## config.mk

```make
export PLATFORM = sky130hd
export DESIGN_NAME = dual_port_gpio_block
export DESIGN_NICKNAME = d
export VERILOG_FILES = /design/src/include/gpio_pkg.sv /design/src/hw/sync2.sv /design/src/hw/dual_port_gpio_block.sv
export SDC_FILE = /design/constraint.sdc
export NUM_CORES = 1
export LEC_CHECK = 0
export BUFFER_PORTS_ARGS = -buffer_cell sky130_fd_sc_hd__buf_4
export CAP_MARGIN = 20
export CORE_UTILIZATION = 55
export CTS_CLUSTER_DIAMETER = 80
export DETAILED_ROUTE_END_ITERATION = 16
export GPL_TIMING_DRIVEN = 0
export PLACE_DENSITY = 0.83
export SLEW_MARGIN = 20
export SYNTH_ARGS = -nofsm -noshare
export SYNTH_HDL_FRONTEND = slang
export SYNTH_SLANG_ARGS = --single-unit
export TNS_END_PERCENT = 30
```

## constraint.sdc

```tcl
create_clock -name clk_i -period 3.1 [get_ports clk_i]
set_clock_uncertainty 0.2 [all_clocks]
set_input_delay 0.31 -clock clk_i [delete_from_list [all_inputs] [get_ports clk_i]]
set_output_delay 0.31 -clock clk_i [all_outputs]
set_load 0.03 [all_outputs]
```

## src/include/gpio_pkg.sv

```systemverilog
// register map, reset values and field constants of the dual gpio port block
`default_nettype none
package gpio_pkg;

  // ----------------------------------------------------------------
  // widths
  // ----------------------------------------------------------------
  localparam int PORT_W = 8;
  localparam int IDX_W = 6;
  localparam int BUS_W = 32;

  // ----------------------------------------------------------------
  // register indices (byte address is four times the index)
  // ----------------------------------------------------------------
  localparam logic [IDX_W-1:0] IDX_A_GATE = 6'h0d;
  localparam logic [IDX_W-1:0] IDX_B_GATE = 6'h0e;
  localparam logic [IDX_W-1:0] IDX_A_DATA = 6'h10;
  localparam logic [IDX_W-1:0] IDX_A_DIR = 6'h11;
  localparam logic [IDX_W-1:0] IDX_A_PULL = 6'h12;
  localparam logic [IDX_W-1:0] IDX_B_DATA = 6'h14;
  localparam logic [IDX_W-1:0] IDX_B_DIR = 6'h15;
  localparam logic [IDX_W-1:0] IDX_B_PULL = 6'h16;

  // ----------------------------------------------------------------
  // reset values
  // ----------------------------------------------------------------
  localparam logic [PORT_W-1:0] A_GATE_RST = 8'hf9;
  localparam logic [PORT_W-1:0] B_GATE_RST = 8'hff;
  localparam logic [PORT_W-1:0] DATA_RST = 8'h00;
  localparam logic [PORT_W-1:0] DIR_RST = 8'h00;
  localparam logic [PORT_W-1:0] PULL_RST = 8'h00;

  // ----------------------------------------------------------------
  // fields
  // ----------------------------------------------------------------
  // reserved gate bits 2..1 of port a are not stored
  localparam logic [PORT_W-1:0] A_GATE_MASK = 8'hf9;
  localparam logic [PORT_W-1:0] B_GATE_MASK = 8'hff;
  // open-drain line of port a
  localparam int A_OD_LINE = 5;
  // lines whose gated level feeds the pin interrupt logic
  localparam int A_IRQ_LINE_0 = 0;
  localparam int A_IRQ_LINE_4 = 4;
  localparam int B_IRQ_LINE_0 = 0;
  localparam int B_IRQ_LINE_5 = 5;
  localparam int IRQ_N = 4;

endpackage
`default_nettype wire

```

## src/hw/sync2.sv

```systemverilog
// two flip-flop synchroniser for a bus of pin levels
`timescale 1ns/100ps
`default_nettype none
module sync2 #(
  parameter int W = 8
) (
  // clock and reset
  input wire logic clk_i,
  input wire logic nrst_i,
  // levels
  input wire logic [W-1:0] async_i,
  output logic [W-1:0] sync_o
);

  typedef struct packed {
    logic [W-1:0] meta;
    logic [W-1:0] stable;
  } sync_s;

  sync_s s_r;
  sync_s s_nxt;

  always_comb begin
    s_nxt = s_r;
    s_nxt.meta = async_i;
    s_nxt.stable = s_r.meta;
  end

  always_ff @(posedge clk_i) begin
    if (!nrst_i) begin
      s_r <= '0;
    end else begin
      s_r <= s_nxt;
    end
  end

  assign sync_o = s_r.stable;

endmodule
`default_nettype wire

```

## src/hw/dual_port_gpio_block.sv

```systemverilog
// two eight-bit gpio ports behind a classic wishbone slave
//
// Functional notes
// (RULE_01) port a gate bits 7 and 6 enable input and wake of lines 7, 6
// (RULE_02) software clears port a gate bits 7, 6 when a crystal uses them
// (RULE_03) port a gate bit 5 enables input and wake of line 5
// (RULE_04) port a gate bit 4 gates input, wake and interrupt of line 4
// (RULE_05) port a gate bit 3 enables input and wake of line 3
// (RULE_06) software writes zero to reserved port a gate bits 2 to 1
// (RULE_07) port a gate bit 0 gates input, wake and interrupt of line 0
// (RULE_08) port b gate bits 7 and 6 enable input and wake, reset ones
// (RULE_09) port b gate bit 5 gates input, wake and interrupt of line 5
// (RULE_10) port b gate bits 4 to 1 enable input and wake, reset ones
// (RULE_11) port b gate bit 0 gates input, wake and interrupt of line 0
// (RULE_12) software clears gate bits of lines used as comparator inputs
// (RULE_13) port a data register, eight bits, read/write, resets to zero
// (RULE_14) port a direction bit: 0 input, 1 output, resets to input
// (RULE_15) port a line 5 is open drain, never drives high
// (RULE_16) port a pull-up bit acts only while the line is input
// (RULE_17) port b data register, eight bits, read/write, resets to zero
// (RULE_18) port b direction bit: 0 input, 1 output, resets to input
// (RULE_19) port b pull-up bit acts only for inputs, resets disabled
// (RULE_20) output lines drive data register; input lines read synced pin
// (RULE_21) gated line presents constant zero to input, wake and interrupt
//
// Local design decision: the Wishbone register port.
`timescale 1ns/100ps
`default_nettype none
module dual_port_gpio_block
  import gpio_pkg::*;
#(
  parameter int ADR_W = 8
) (
  // clock and reset
  input wire logic clk_i,
  input wire logic nrst_i,
  // wishbone slave
  input wire logic cyc_i,
  input wire logic stb_i,
  input wire logic we_i,
  input wire logic [ADR_W-1:0] adr_i,
  input wire logic [3:0] sel_i,
  input wire logic [BUS_W-1:0] dat_i,
  output logic [BUS_W-1:0] dat_o,
  output logic ack_o,
  // port a pins
  input wire logic [PORT_W-1:0] port_a_in_i,
  output logic [PORT_W-1:0] port_a_out_o,
  output logic [PORT_W-1:0] port_a_oe_n_o,
  output logic [PORT_W-1:0] port_a_pull_o,
  // port b pins
  input wire logic [PORT_W-1:0] port_b_in_i,
  output logic [PORT_W-1:0] port_b_out_o,
  output logic [PORT_W-1:0] port_b_oe_n_o,
  output logic [PORT_W-1:0] port_b_pull_o,
  // gated inputs towards wake and interrupt logic
  output logic [PORT_W-1:0] port_a_gated_o,
  output logic [PORT_W-1:0] port_b_gated_o,
  output logic [IRQ_N-1:0] pin_irq_lvl_o,
  output logic wake_o
);

  // ----------------------------------------------------------------
  // elaboration checks
  // ----------------------------------------------------------------
  if (ADR_W < IDX_W + 2) begin : g_bad_adr
    $error("ADR_W too small for the register map");
  end

  // ----------------------------------------------------------------
  // state
  // ----------------------------------------------------------------
  typedef struct packed {
    logic ack;
    logic [BUS_W-1:0] rdat;
    logic [PORT_W-1:0] a_gate;
    logic [PORT_W-1:0] b_gate;
    logic [PORT_W-1:0] a_data;
    logic [PORT_W-1:0] a_dir;
    logic [PORT_W-1:0] a_pu;
    logic [PORT_W-1:0] b_data;
    logic [PORT_W-1:0] b_dir;
    logic [PORT_W-1:0] b_pu;
    logic [PORT_W-1:0] a_out;
    logic [PORT_W-1:0] a_oe_n;
    logic [PORT_W-1:0] b_out;
    logic [PORT_W-1:0] b_oe_n;
    logic [PORT_W-1:0] a_pull;
    logic [PORT_W-1:0] b_pull;
    logic [PORT_W-1:0] a_raw;
    logic [PORT_W-1:0] b_raw;
    logic [PORT_W-1:0] a_in;
    logic [PORT_W-1:0] b_in;
    logic [IRQ_N-1:0] irq;
    logic wake;
  } gpio_s;

  gpio_s s_r;
  gpio_s s_nxt;

  logic [PORT_W-1:0] a_sync;
  logic [PORT_W-1:0] b_sync;

  // ----------------------------------------------------------------
  // pin synchronisers
  // ----------------------------------------------------------------
  sync2 #(
    .W(2 * PORT_W)
  ) u_sync (
    .clk_i(clk_i),
    .nrst_i(nrst_i),
    .async_i({port_b_in_i, port_a_in_i}),
    .sync_o({b_sync, a_sync})
  );

  // ----------------------------------------------------------------
  // next state
  // ----------------------------------------------------------------
  logic req;
  logic wr;
  logic [IDX_W-1:0] idx;
  logic [PORT_W-1:0] wbyte;
  logic [PORT_W-1:0] a_gated;
  logic [PORT_W-1:0] b_gated;
  logic [PORT_W-1:0] a_rd;
  logic [PORT_W-1:0] b_rd;
  logic [PORT_W-1:0] rbyte;

  always_comb begin
    s_nxt = s_r;
    // one wait state: ack rises the cycle after the request appears
    req = cyc_i && stb_i && !s_r.ack;
    wr = req && we_i && sel_i[0];
    idx = adr_i[IDX_W+1:2];
    wbyte = dat_i[PORT_W-1:0];

    // gated inputs; a cleared gate bit forces zero
    a_gated = a_sync & s_r.a_gate; // [RULE_01] [RULE_03] [RULE_05] [RULE_21]
    b_gated = b_sync & s_r.b_gate; // [RULE_08] [RULE_10] [RULE_21]

    // input lines read the pin, output lines the data register
    a_rd = (s_r.a_data & s_r.a_dir) | (a_gated & ~s_r.a_dir); // [RULE_20]
    b_rd = (s_r.b_data & s_r.b_dir) | (b_gated & ~s_r.b_dir); // [RULE_20]

    // gate registers are write-only and read as zero
    case (idx)
      IDX_A_DATA: rbyte = a_rd;
      IDX_A_DIR: rbyte = s_r.a_dir;
      IDX_A_PULL: rbyte = s_r.a_pu;
      IDX_B_DATA: rbyte = b_rd;
      IDX_B_DIR: rbyte = s_r.b_dir;
      IDX_B_PULL: rbyte = s_r.b_pu;
      default: rbyte = '0;
    endcase

    s_nxt.ack = req;
    s_nxt.rdat = req ? {{(BUS_W-PORT_W){1'b0}}, rbyte} : '0;

    if (wr) begin
      case (idx)
        IDX_A_GATE: s_nxt.a_gate = wbyte & A_GATE_MASK;
        IDX_B_GATE: s_nxt.b_gate = wbyte & B_GATE_MASK;
        IDX_A_DATA: s_nxt.a_data = wbyte; // [RULE_13]
        IDX_A_DIR: s_nxt.a_dir = wbyte; // [RULE_14]
        IDX_A_PULL: s_nxt.a_pu = wbyte;
        IDX_B_DATA: s_nxt.b_data = wbyte; // [RULE_17]
        IDX_B_DIR: s_nxt.b_dir = wbyte; // [RULE_18]
        IDX_B_PULL: s_nxt.b_pu = wbyte;
        default: ;
      endcase
    end

    // pin drivers; oe_n low while the line is driven
    s_nxt.a_out = s_r.a_data;
    s_nxt.a_oe_n = ~s_r.a_dir;
    s_nxt.b_out = s_r.b_data;
    s_nxt.b_oe_n = ~s_r.b_dir; // [RULE_18]
    // open drain: drive only while the line should be low
    s_nxt.a_out[A_OD_LINE] = 1'b0; // [RULE_15]
    s_nxt.a_oe_n[A_OD_LINE] = !(s_r.a_dir[A_OD_LINE] && !s_r.a_data[A_OD_LINE]); // [RULE_15]

    // pull-ups only for input lines
    s_nxt.a_pull = s_r.a_pu & ~s_r.a_dir; // [RULE_16]
    s_nxt.b_pull = s_r.b_pu & ~s_r.b_dir; // [RULE_19]

    // raw history used for wake; comparing ungated levels keeps a gate write
    // itself from looking like a pin toggle
    s_nxt.a_raw = a_sync;
    s_nxt.b_raw = b_sync;
    s_nxt.a_in = a_gated;
    s_nxt.b_in = b_gated;
    s_nxt.wake = |(((a_sync ^ s_r.a_raw) & s_r.a_gate) |
                   ((b_sync ^ s_r.b_raw) & s_r.b_gate)); // [RULE_01] [RULE_08] [RULE_21]

    // interrupt lines, gated like the input path
    s_nxt.irq[0] = a_gated[A_IRQ_LINE_0]; // [RULE_07]
    s_nxt.irq[1] = a_gated[A_IRQ_LINE_4]; // [RULE_04]
    s_nxt.irq[2] = b_gated[B_IRQ_LINE_0]; // [RULE_11]
    s_nxt.irq[3] = b_gated[B_IRQ_LINE_5]; // [RULE_09]
  end

  // ----------------------------------------------------------------
  // state register
  // ----------------------------------------------------------------
  always_ff @(posedge clk_i) begin
    if (!nrst_i) begin
      s_r <= '0;
      s_r.a_gate <= A_GATE_RST;
      s_r.b_gate <= B_GATE_RST; // [RULE_08] [RULE_10]
      s_r.a_data <= DATA_RST; // [RULE_13]
      s_r.a_dir <= DIR_RST; // [RULE_14]
      s_r.a_pu <= PULL_RST;
      s_r.b_data <= DATA_RST; // [RULE_17]
      s_r.b_dir <= DIR_RST;
      s_r.b_pu <= PULL_RST; // [RULE_19]
      s_r.a_oe_n <= '1;
      s_r.b_oe_n <= '1;
    end else begin
      s_r <= s_nxt;
    end
  end

  // ----------------------------------------------------------------
  // outputs
  // ----------------------------------------------------------------
  assign ack_o = s_r.ack;
  assign dat_o = s_r.rdat;
  assign port_a_out_o = s_r.a_out;
  assign port_a_oe_n_o = s_r.a_oe_n;
  assign port_a_pull_o = s_r.a_pull;
  assign port_b_out_o = s_r.b_out;
  assign port_b_oe_n_o = s_r.b_oe_n;
  assign port_b_pull_o = s_r.b_pull;
  assign port_a_gated_o = s_r.a_in;
  assign port_b_gated_o = s_r.b_in;
  assign pin_irq_lvl_o = s_r.irq;
  assign wake_o = s_r.wake;

  // ----------------------------------------------------------------
  // assertions
  // ----------------------------------------------------------------
  a_gate_a_high: assert property (@(posedge clk_i) disable iff (!nrst_i) // [RULE_01]
    port_a_gated_o[7:6] == ($past(a_sync[7:6]) & $past(s_r.a_gate[7:6])))
    else $error("port a lines 7..6 gated level wrong");

  a_gate_a5: assert property (@(posedge clk_i) disable iff (!nrst_i) // [RULE_03]
    !$past(s_r.a_gate[5]) |-> !port_a_gated_o[5])
    else $error("port a line 5 passes while gated");

  a_irq_a4: assert property (@(posedge clk_i) disable iff (!nrst_i) // [RULE_04]
    pin_irq_lvl_o[1] == ($past(a_sync[A_IRQ_LINE_4]) && $past(s_r.a_gate[A_IRQ_LINE_4])))
    else $error("port a line 4 interrupt level wrong");

  a_gate_a3: assert property (@(posedge clk_i) disable iff (!nrst_i) // [RULE_05]
    $past(s_r.a_gate[3]) && $past(a_sync[3]) |-> port_a_gated_o[3])
    else $error("port a line 3 blocked while enabled");

  a_irq_a0: assert property (@(posedge clk_i) disable iff (!nrst_i) // [RULE_07]
    !$past(s_r.a_gate[A_IRQ_LINE_0]) |-> !pin_irq_lvl_o[0])
    else $error("port a line 0 interrupt while gated");

  a_gate_b_rst: assert property (@(posedge clk_i) // [RULE_10]
    $rose(nrst_i) |-> s_r.b_gate == B_GATE_RST && s_r.a_data == DATA_RST)
    else $error("gate or data reset value wrong");

  a_irq_b5: assert property (@(posedge clk_i) disable iff (!nrst_i) // [RULE_09]
    pin_irq_lvl_o[3] == ($past(b_sync[B_IRQ_LINE_5]) && $past(s_r.b_gate[B_IRQ_LINE_5])))
    else $error("port b line 5 interrupt level wrong");

  a_irq_b0: assert property (@(posedge clk_i) disable iff (!nrst_i) // [RULE_11]
    !$past(s_r.b_gate[B_IRQ_LINE_0]) |-> !pin_irq_lvl_o[2])
    else $error("port b line 0 interrupt while gated");

  a_od_never_high: assert property (@(posedge clk_i) disable iff (!nrst_i) // [RULE_15]
    !port_a_oe_n_o[A_OD_LINE] |-> !port_a_out_o[A_OD_LINE] && $past(s_r.a_dir[A_OD_LINE]))
    else $error("open-drain line driven high or as input");

  a_dir_drive: assert property (@(posedge clk_i) disable iff (!nrst_i) // [RULE_14]
    (port_a_oe_n_o | 8'h20) == (~$past(s_r.a_dir) | 8'h20))
    else $error("port a drive enable does not follow direction");

  a_pull_input: assert property (@(posedge clk_i) disable iff (!nrst_i) // [RULE_16]
    (port_a_pull_o & $past(s_r.a_dir)) == '0 && (port_b_pull_o & $past(s_r.b_dir)) == '0)
    else $error("pull-up active on an output line");

  a_read_data: assert property (@(posedge clk_i) disable iff (!nrst_i) // [RULE_20]
    $rose(ack_o) && $past(!we_i && idx == IDX_A_DATA) |->
      dat_o[PORT_W-1:0] == (($past(s_r.a_data) & $past(s_r.a_dir)) |
                            ($past(a_sync) & $past(s_r.a_gate) & ~$past(s_r.a_dir))))
    else $error("port a data read value wrong");

  a_wake_masked: assert property (@(posedge clk_i) disable iff (!nrst_i) // [RULE_21]
    wake_o |-> |((($past(a_sync) ^ $past(a_sync, 2)) & $past(s_r.a_gate)) |
                 (($past(b_sync) ^ $past(b_sync, 2)) & $past(s_r.b_gate))))
    else $error("wake from a gated or quiet line");

  a_ack_one: assert property (@(posedge clk_i) disable iff (!nrst_i)
    ack_o |=> !ack_o)
    else $error("ack held longer than one cycle");

endmodule
`default_nettype wire

```

* After elaboration in Yosys (flattened, before gate mapping)
Index checks and enable logic that the tools add are counted.
Widths: inputs -> output; s select.
** Cells by class
- Order comparisons :: 0
- Multiplexer cells :: 1
- Bitwise gates (word level) :: 17
- Eq/ne operators :: 8
- Reductions and logical operators :: 18
- Div/mod/pow operators :: 0
- Shifts and indexed selects :: 0
- Add/subtract/negate cells :: 0
- $mul :: 0
** Operators by type and width (number)
- $and 8x8->8 :: 10
- $pmux 8 s6 :: 1
- $eq 6x5->1 const B :: 6
- $or 8x8->8 :: 3
- $reduce_and 2->1 :: 9
- $not 8->8 :: 2
- $xor 8x8->8 :: 2
- $eq 6x4->1 const B :: 2
- $reduce_or 8->1 :: 1
- $logic_and 1x1->1 :: 5
- $logic_not 1->1 :: 3
** Word-level totals
- Memories kept :: 0
- Bits in latches :: 0
- Bits of input ports :: 65
- Memory bits (read-only) :: 0
- Output and inout port bits :: 102
- Logic and storage cells :: 70
- Bits in registers :: 212
- Bits in writable memories :: 0

* Depth between registers and ports, before layout
- Depth in word-level cells :: 5
- Mapped depth :: 7
- Gate-level depth less buffers :: 4

* By module
Synthesis repeated with hierarchy kept, for this count alone.
** Unflattened totals
- Cell total of the unflattened synthesis :: 690
- Area, all modules :: 7098.1 sq um
** Modules (own cells, without submodules)
- dual_port_gpio_block :: instances 1, area each 6202.2 sq um, cells an instance 623, sequential area each 2942.8 sq um
- sync2 :: instances 1, area each 895.9 sq um, cells an instance 67, sequential area each 640.6 sq um

* Worst setup path before layout
OpenSTA, ideal clock, no wires.
- Kind :: register to register
- Start point :: reg s_r, in the netlist ack_o
- End point :: reg s_r[135] (netlist bit)
- Cell stages (with the launch flop) :: 5
- Path slack :: 1.143 ns
- Library setup time :: 0.129 ns
- Arrival :: 1.627 ns
- Data required time :: 2.771 ns
- Period minus slack after synthesis :: 1.957 ns
- Cells stage by stage :: dfxtp_1 -> nand3b_1 -> nor4_4 -> mux2i_1 -> nand2_1
** Between the ends
- Word-level cells in the longest chain between the ends :: 5
** RTL lines
- start, declared :: RTL line dual_port_gpio_block.sv:98 : gpio_s s_r;
- start signal, assigned :: RTL line dual_port_gpio_block.sv:219 : s_r <= s_nxt;
- $logic_not 1->1 :: RTL line dual_port_gpio_block.sv:132 : req = cyc_i && stb_i && !s_r.ack;
- $logic_and 1x1->1 :: RTL line dual_port_gpio_block.sv:132
- $logic_and 1x1->1 (2 in series) :: RTL line dual_port_gpio_block.sv:133 : wr = req && we_i && sel_i[0];
- $reduce_and 2->1 (no line)
No other way between the ends.
A chain may end at the register's enable or synchronous reset.

* Worst setup path after layout
- Start point :: reg s_r, in the netlist ack_o
- End point :: reg s_r[99] (netlist bit)
Same word-level chain as after synthesis.

==> flow_summary.toml <==
[min_path]
hold_depth = 4
min_path_type = "primary input to register"

[run]
cap_violations = 0

[logic_synthesis]
syn_area_per_cell_um2 = 10.12
netlist_instances = 679
ys_seq_area_share_pct = 50.98
ys_ff_latch = 175
ys_types = 46
yosys_warnings = 0
syn-cell-area_um2 = 6872

[clock_tree]
cts-resized-gates = 0
cts.htree.levels = 4
clkLatencyLatePin_ns = 0.43
cts_inserted_buffers = 17
cts_tree = "yes"
path_clk_slew_ns = 0.07
hold_buffers = 22
cts_root_buf = "clkbuf_16"
cts.sinks = 175
ctsLongestPathBuffers = 2
post_cts_buffers = 0

[pwr]
leakagePower_nw = 4.027
peakVddDrop_mv = 0.4496
cellPowerDensity_nw_per_um2 = 539.3

[floorplan]
rows = 40
core_area_um2 = 12110
die_x_um = 113.8
initial_utilization_pct = 56.74
die-height_um = 113.8
die_area_um2 = 12940
io_pins = 167

[setup_path]
crit_type = "register to register"
endpoint_kind = "register"
slowest_stage = "nor4_4"
crit_arrival_ns = 2.48
critPathRequiredTime_ns = 3.25
start_kind = "register"
r2r_setup_slack_ns = 0.77
rr_worst_depth = 4
path_cells = "and3b_1, nand3_1, nor4_4, mux2i_1"
slowest_delay_ns = 0.82
crit_fanout = 9

[grt]
grt_max_degree = 17
first_global_vias = 5113
grt_pass1_wl_um = 26320
antenna_found_initial = 0
overflow = 0
grt_use_total_pct = 27.39

[sta]
rsz0062_at_grt = "no"
totalNegativeSetupSlack_ns = 0
slew_headroom_pct = 39.80
fmax_ghz = 0.4293
timing.final.crit_period_ns = 2.330
drv_slew = 0
min_period_over_period_pct = 75.15
hold_violations = 0
setup_violations = 0
tightestPinTransition_ns = 0.8962
hold_slack_ns = 0.07754

[cells_and_area]
multi_input_area_um2 = 2571
syn_to_final_growth_pct = 27.86
layout_commonest_cell = "buf_4"
antennaDiodeCount = 0
nets = 917
drive_gt1_share_pct = 29.83
mostFrequentLayoutCells = "207 x buf_4, 175 x dfxtp_1, 81 x nand2_1, 57 x and2_1, 50 x mux2i_1"
regArea_um2 = 3503
fill_cells = 877

[drt]
ant_nets = 0
drc = 0
dr_total_vias = 5144
wire_per_inst_um = 16.26
postRouteWirelength_um = 16800
firstDrtPassIters = 5
routed_via_density = 4.980
drtIter0Drc = 297

[placed_design]
place.gp.congestion = 0.8629
dp_hpwl_um = 12080
io_buffers = 106

[outcome]
outcome = "completed"
## report_power, final
part | total (mW) | switching, mW | internal (mW)
Sequential | 2.29 | 0.0160 | 2.28
Clock | 2.11 | 0.883 | 1.23
Combinational | 0.332 | 0.197 | 0.135
Total | 4.74 | 1.10 | 3.64
## synthesized netlist by cell type, drive strengths merged
library cell | instances | area, um2
a22o | 1 | 8.760
or2 | 4 | 25.02
a21boi | 16 | 120.1
clkbuf | 23 | 87.58
nor2 | 4 | 17.52
o211ai | 1 | 7.510
mux2i | 50 | 500.5
buf | 108 | 795.8
a221oi | 7 | 61.31
and2 | 57 | 356.6
and3b | 17 | 148.9
nand2 | 81 | 304.0
a32oi | 3 | 26.28
nand4bb | 1 | 11.26
dfxtp | 175 | 3503
or3 | 2 | 13.77
o21a | 1 | 7.510
a311o | 1 | 11.26
o2bb2ai | 1 | 8.760
a211o | 2 | 17.52
nand4 | 3 | 31.28
nand3b | 2 | 15.01
o21ai | 27 | 135.1
o22ai | 2 | 12.51
nor4 | 4 | 85.08
a31oi | 1 | 6.260
conb | 1 | 3.750
nand3 | 21 | 105.1
nor3b | 2 | 20.02
xor2 | 14 | 122.6
nor2b | 4 | 25.02
or3b | 1 | 8.760
a21oi | 7 | 35.03
a22oi | 11 | 82.58
and3 | 16 | 100.1
nand2b | 2 | 12.51
inv | 3 | 11.26
nand4b | 3 | 26.28
## worst max-delay path: cells and delay by family, from the launching register on
kind          cells  cell delay [ns]
mux               1             0.28
flops             1             0.32
simple gates      3             1.44
## metal layers
layer	global-route usage, %	routed length [um]	vias to the layer above
li1	-	-	2507
met1	32.62	6941	2391
met2	47.80	8557	215
met3	5.792	926	31
met4	11.86	370	0
met5	0	0	-
## metrics by stage
step	setup WS (ns)	instances	total power, mW	util (%)	cell area, um2
2_1_floorplan	1.143	705	2.543	-	6969
3_3_place_gp	0.5979	979	2.642	65.85	7975
3_5_place_dp	0.6279	979	2.647	65.85	7975
4_1_cts	0.7877	1033	4.752	72.54	8786
5_1_grt	0.6966	1033	4.902	72.54	8786
6_report	0.7705	1033	4.739	72.54	8786
## cells by family (layout without fill, tap and decap cells)
logic type / count (synthesis) / count (layout) / share of synthesized area, %
AO/OA/AOI/OAI: 81 / 81 / 7.866
XOR/XNOR: 14 / 14 / 1.784
flip-flops: 175 / 175 / 50.98
other: 1 / 27 / 0.05457
multiplexers: 50 / 50 / 7.283
AND/OR/NAND/NOR: 224 / 224 / 19.01
buffers and inverters: 134 / 294 / 13.02
## path summary, 6_finish.rpt
kind                         start                           to
min reg2reg  s_r[119]$_SDFFE_PN0P_  port_a_oe_n_o[2]$_SDFF_PN1_
min                       adr_i[7]          dat_o[3]$_SDFF_PN0_
max               ack_o$_SDFF_PN0_         s_r[99]$_SDFFE_PN0P_
max reg2reg       ack_o$_SDFF_PN0_         s_r[99]$_SDFFE_PN0P_
## state kept, by name, indices dropped and copies added (netlist names)
register	cells
wake_o	1
ack_o	1
s_r	61
pin_irq_lvl_o	2
port_b_pull_o	8
port_b_gated_o	8
u_sync.s_nxt	14
s_nxt	15
port_b_out_o	8
u_sync.sync_o	14
port_a_out_o	7
port_a_gated_o	4
port_a_pull_o	8
port_a_oe_n_o	8
port_b_oe_n_o	8
dat_o	8
## area by class of cell
class                           instances  area share [%]
Sequential cell                       175           39.87
Multi-Input combinational cell        396           29.27
Timing Repair Buffer                  128           11.56
Buffer                                131           10.05
Clock buffer                           19           5.155
Tap cell                              168           2.392
Clock inverter                         13           1.567
Inverter                                3          0.1282
No activity file was read; power rests on OpenSTA's default activity.
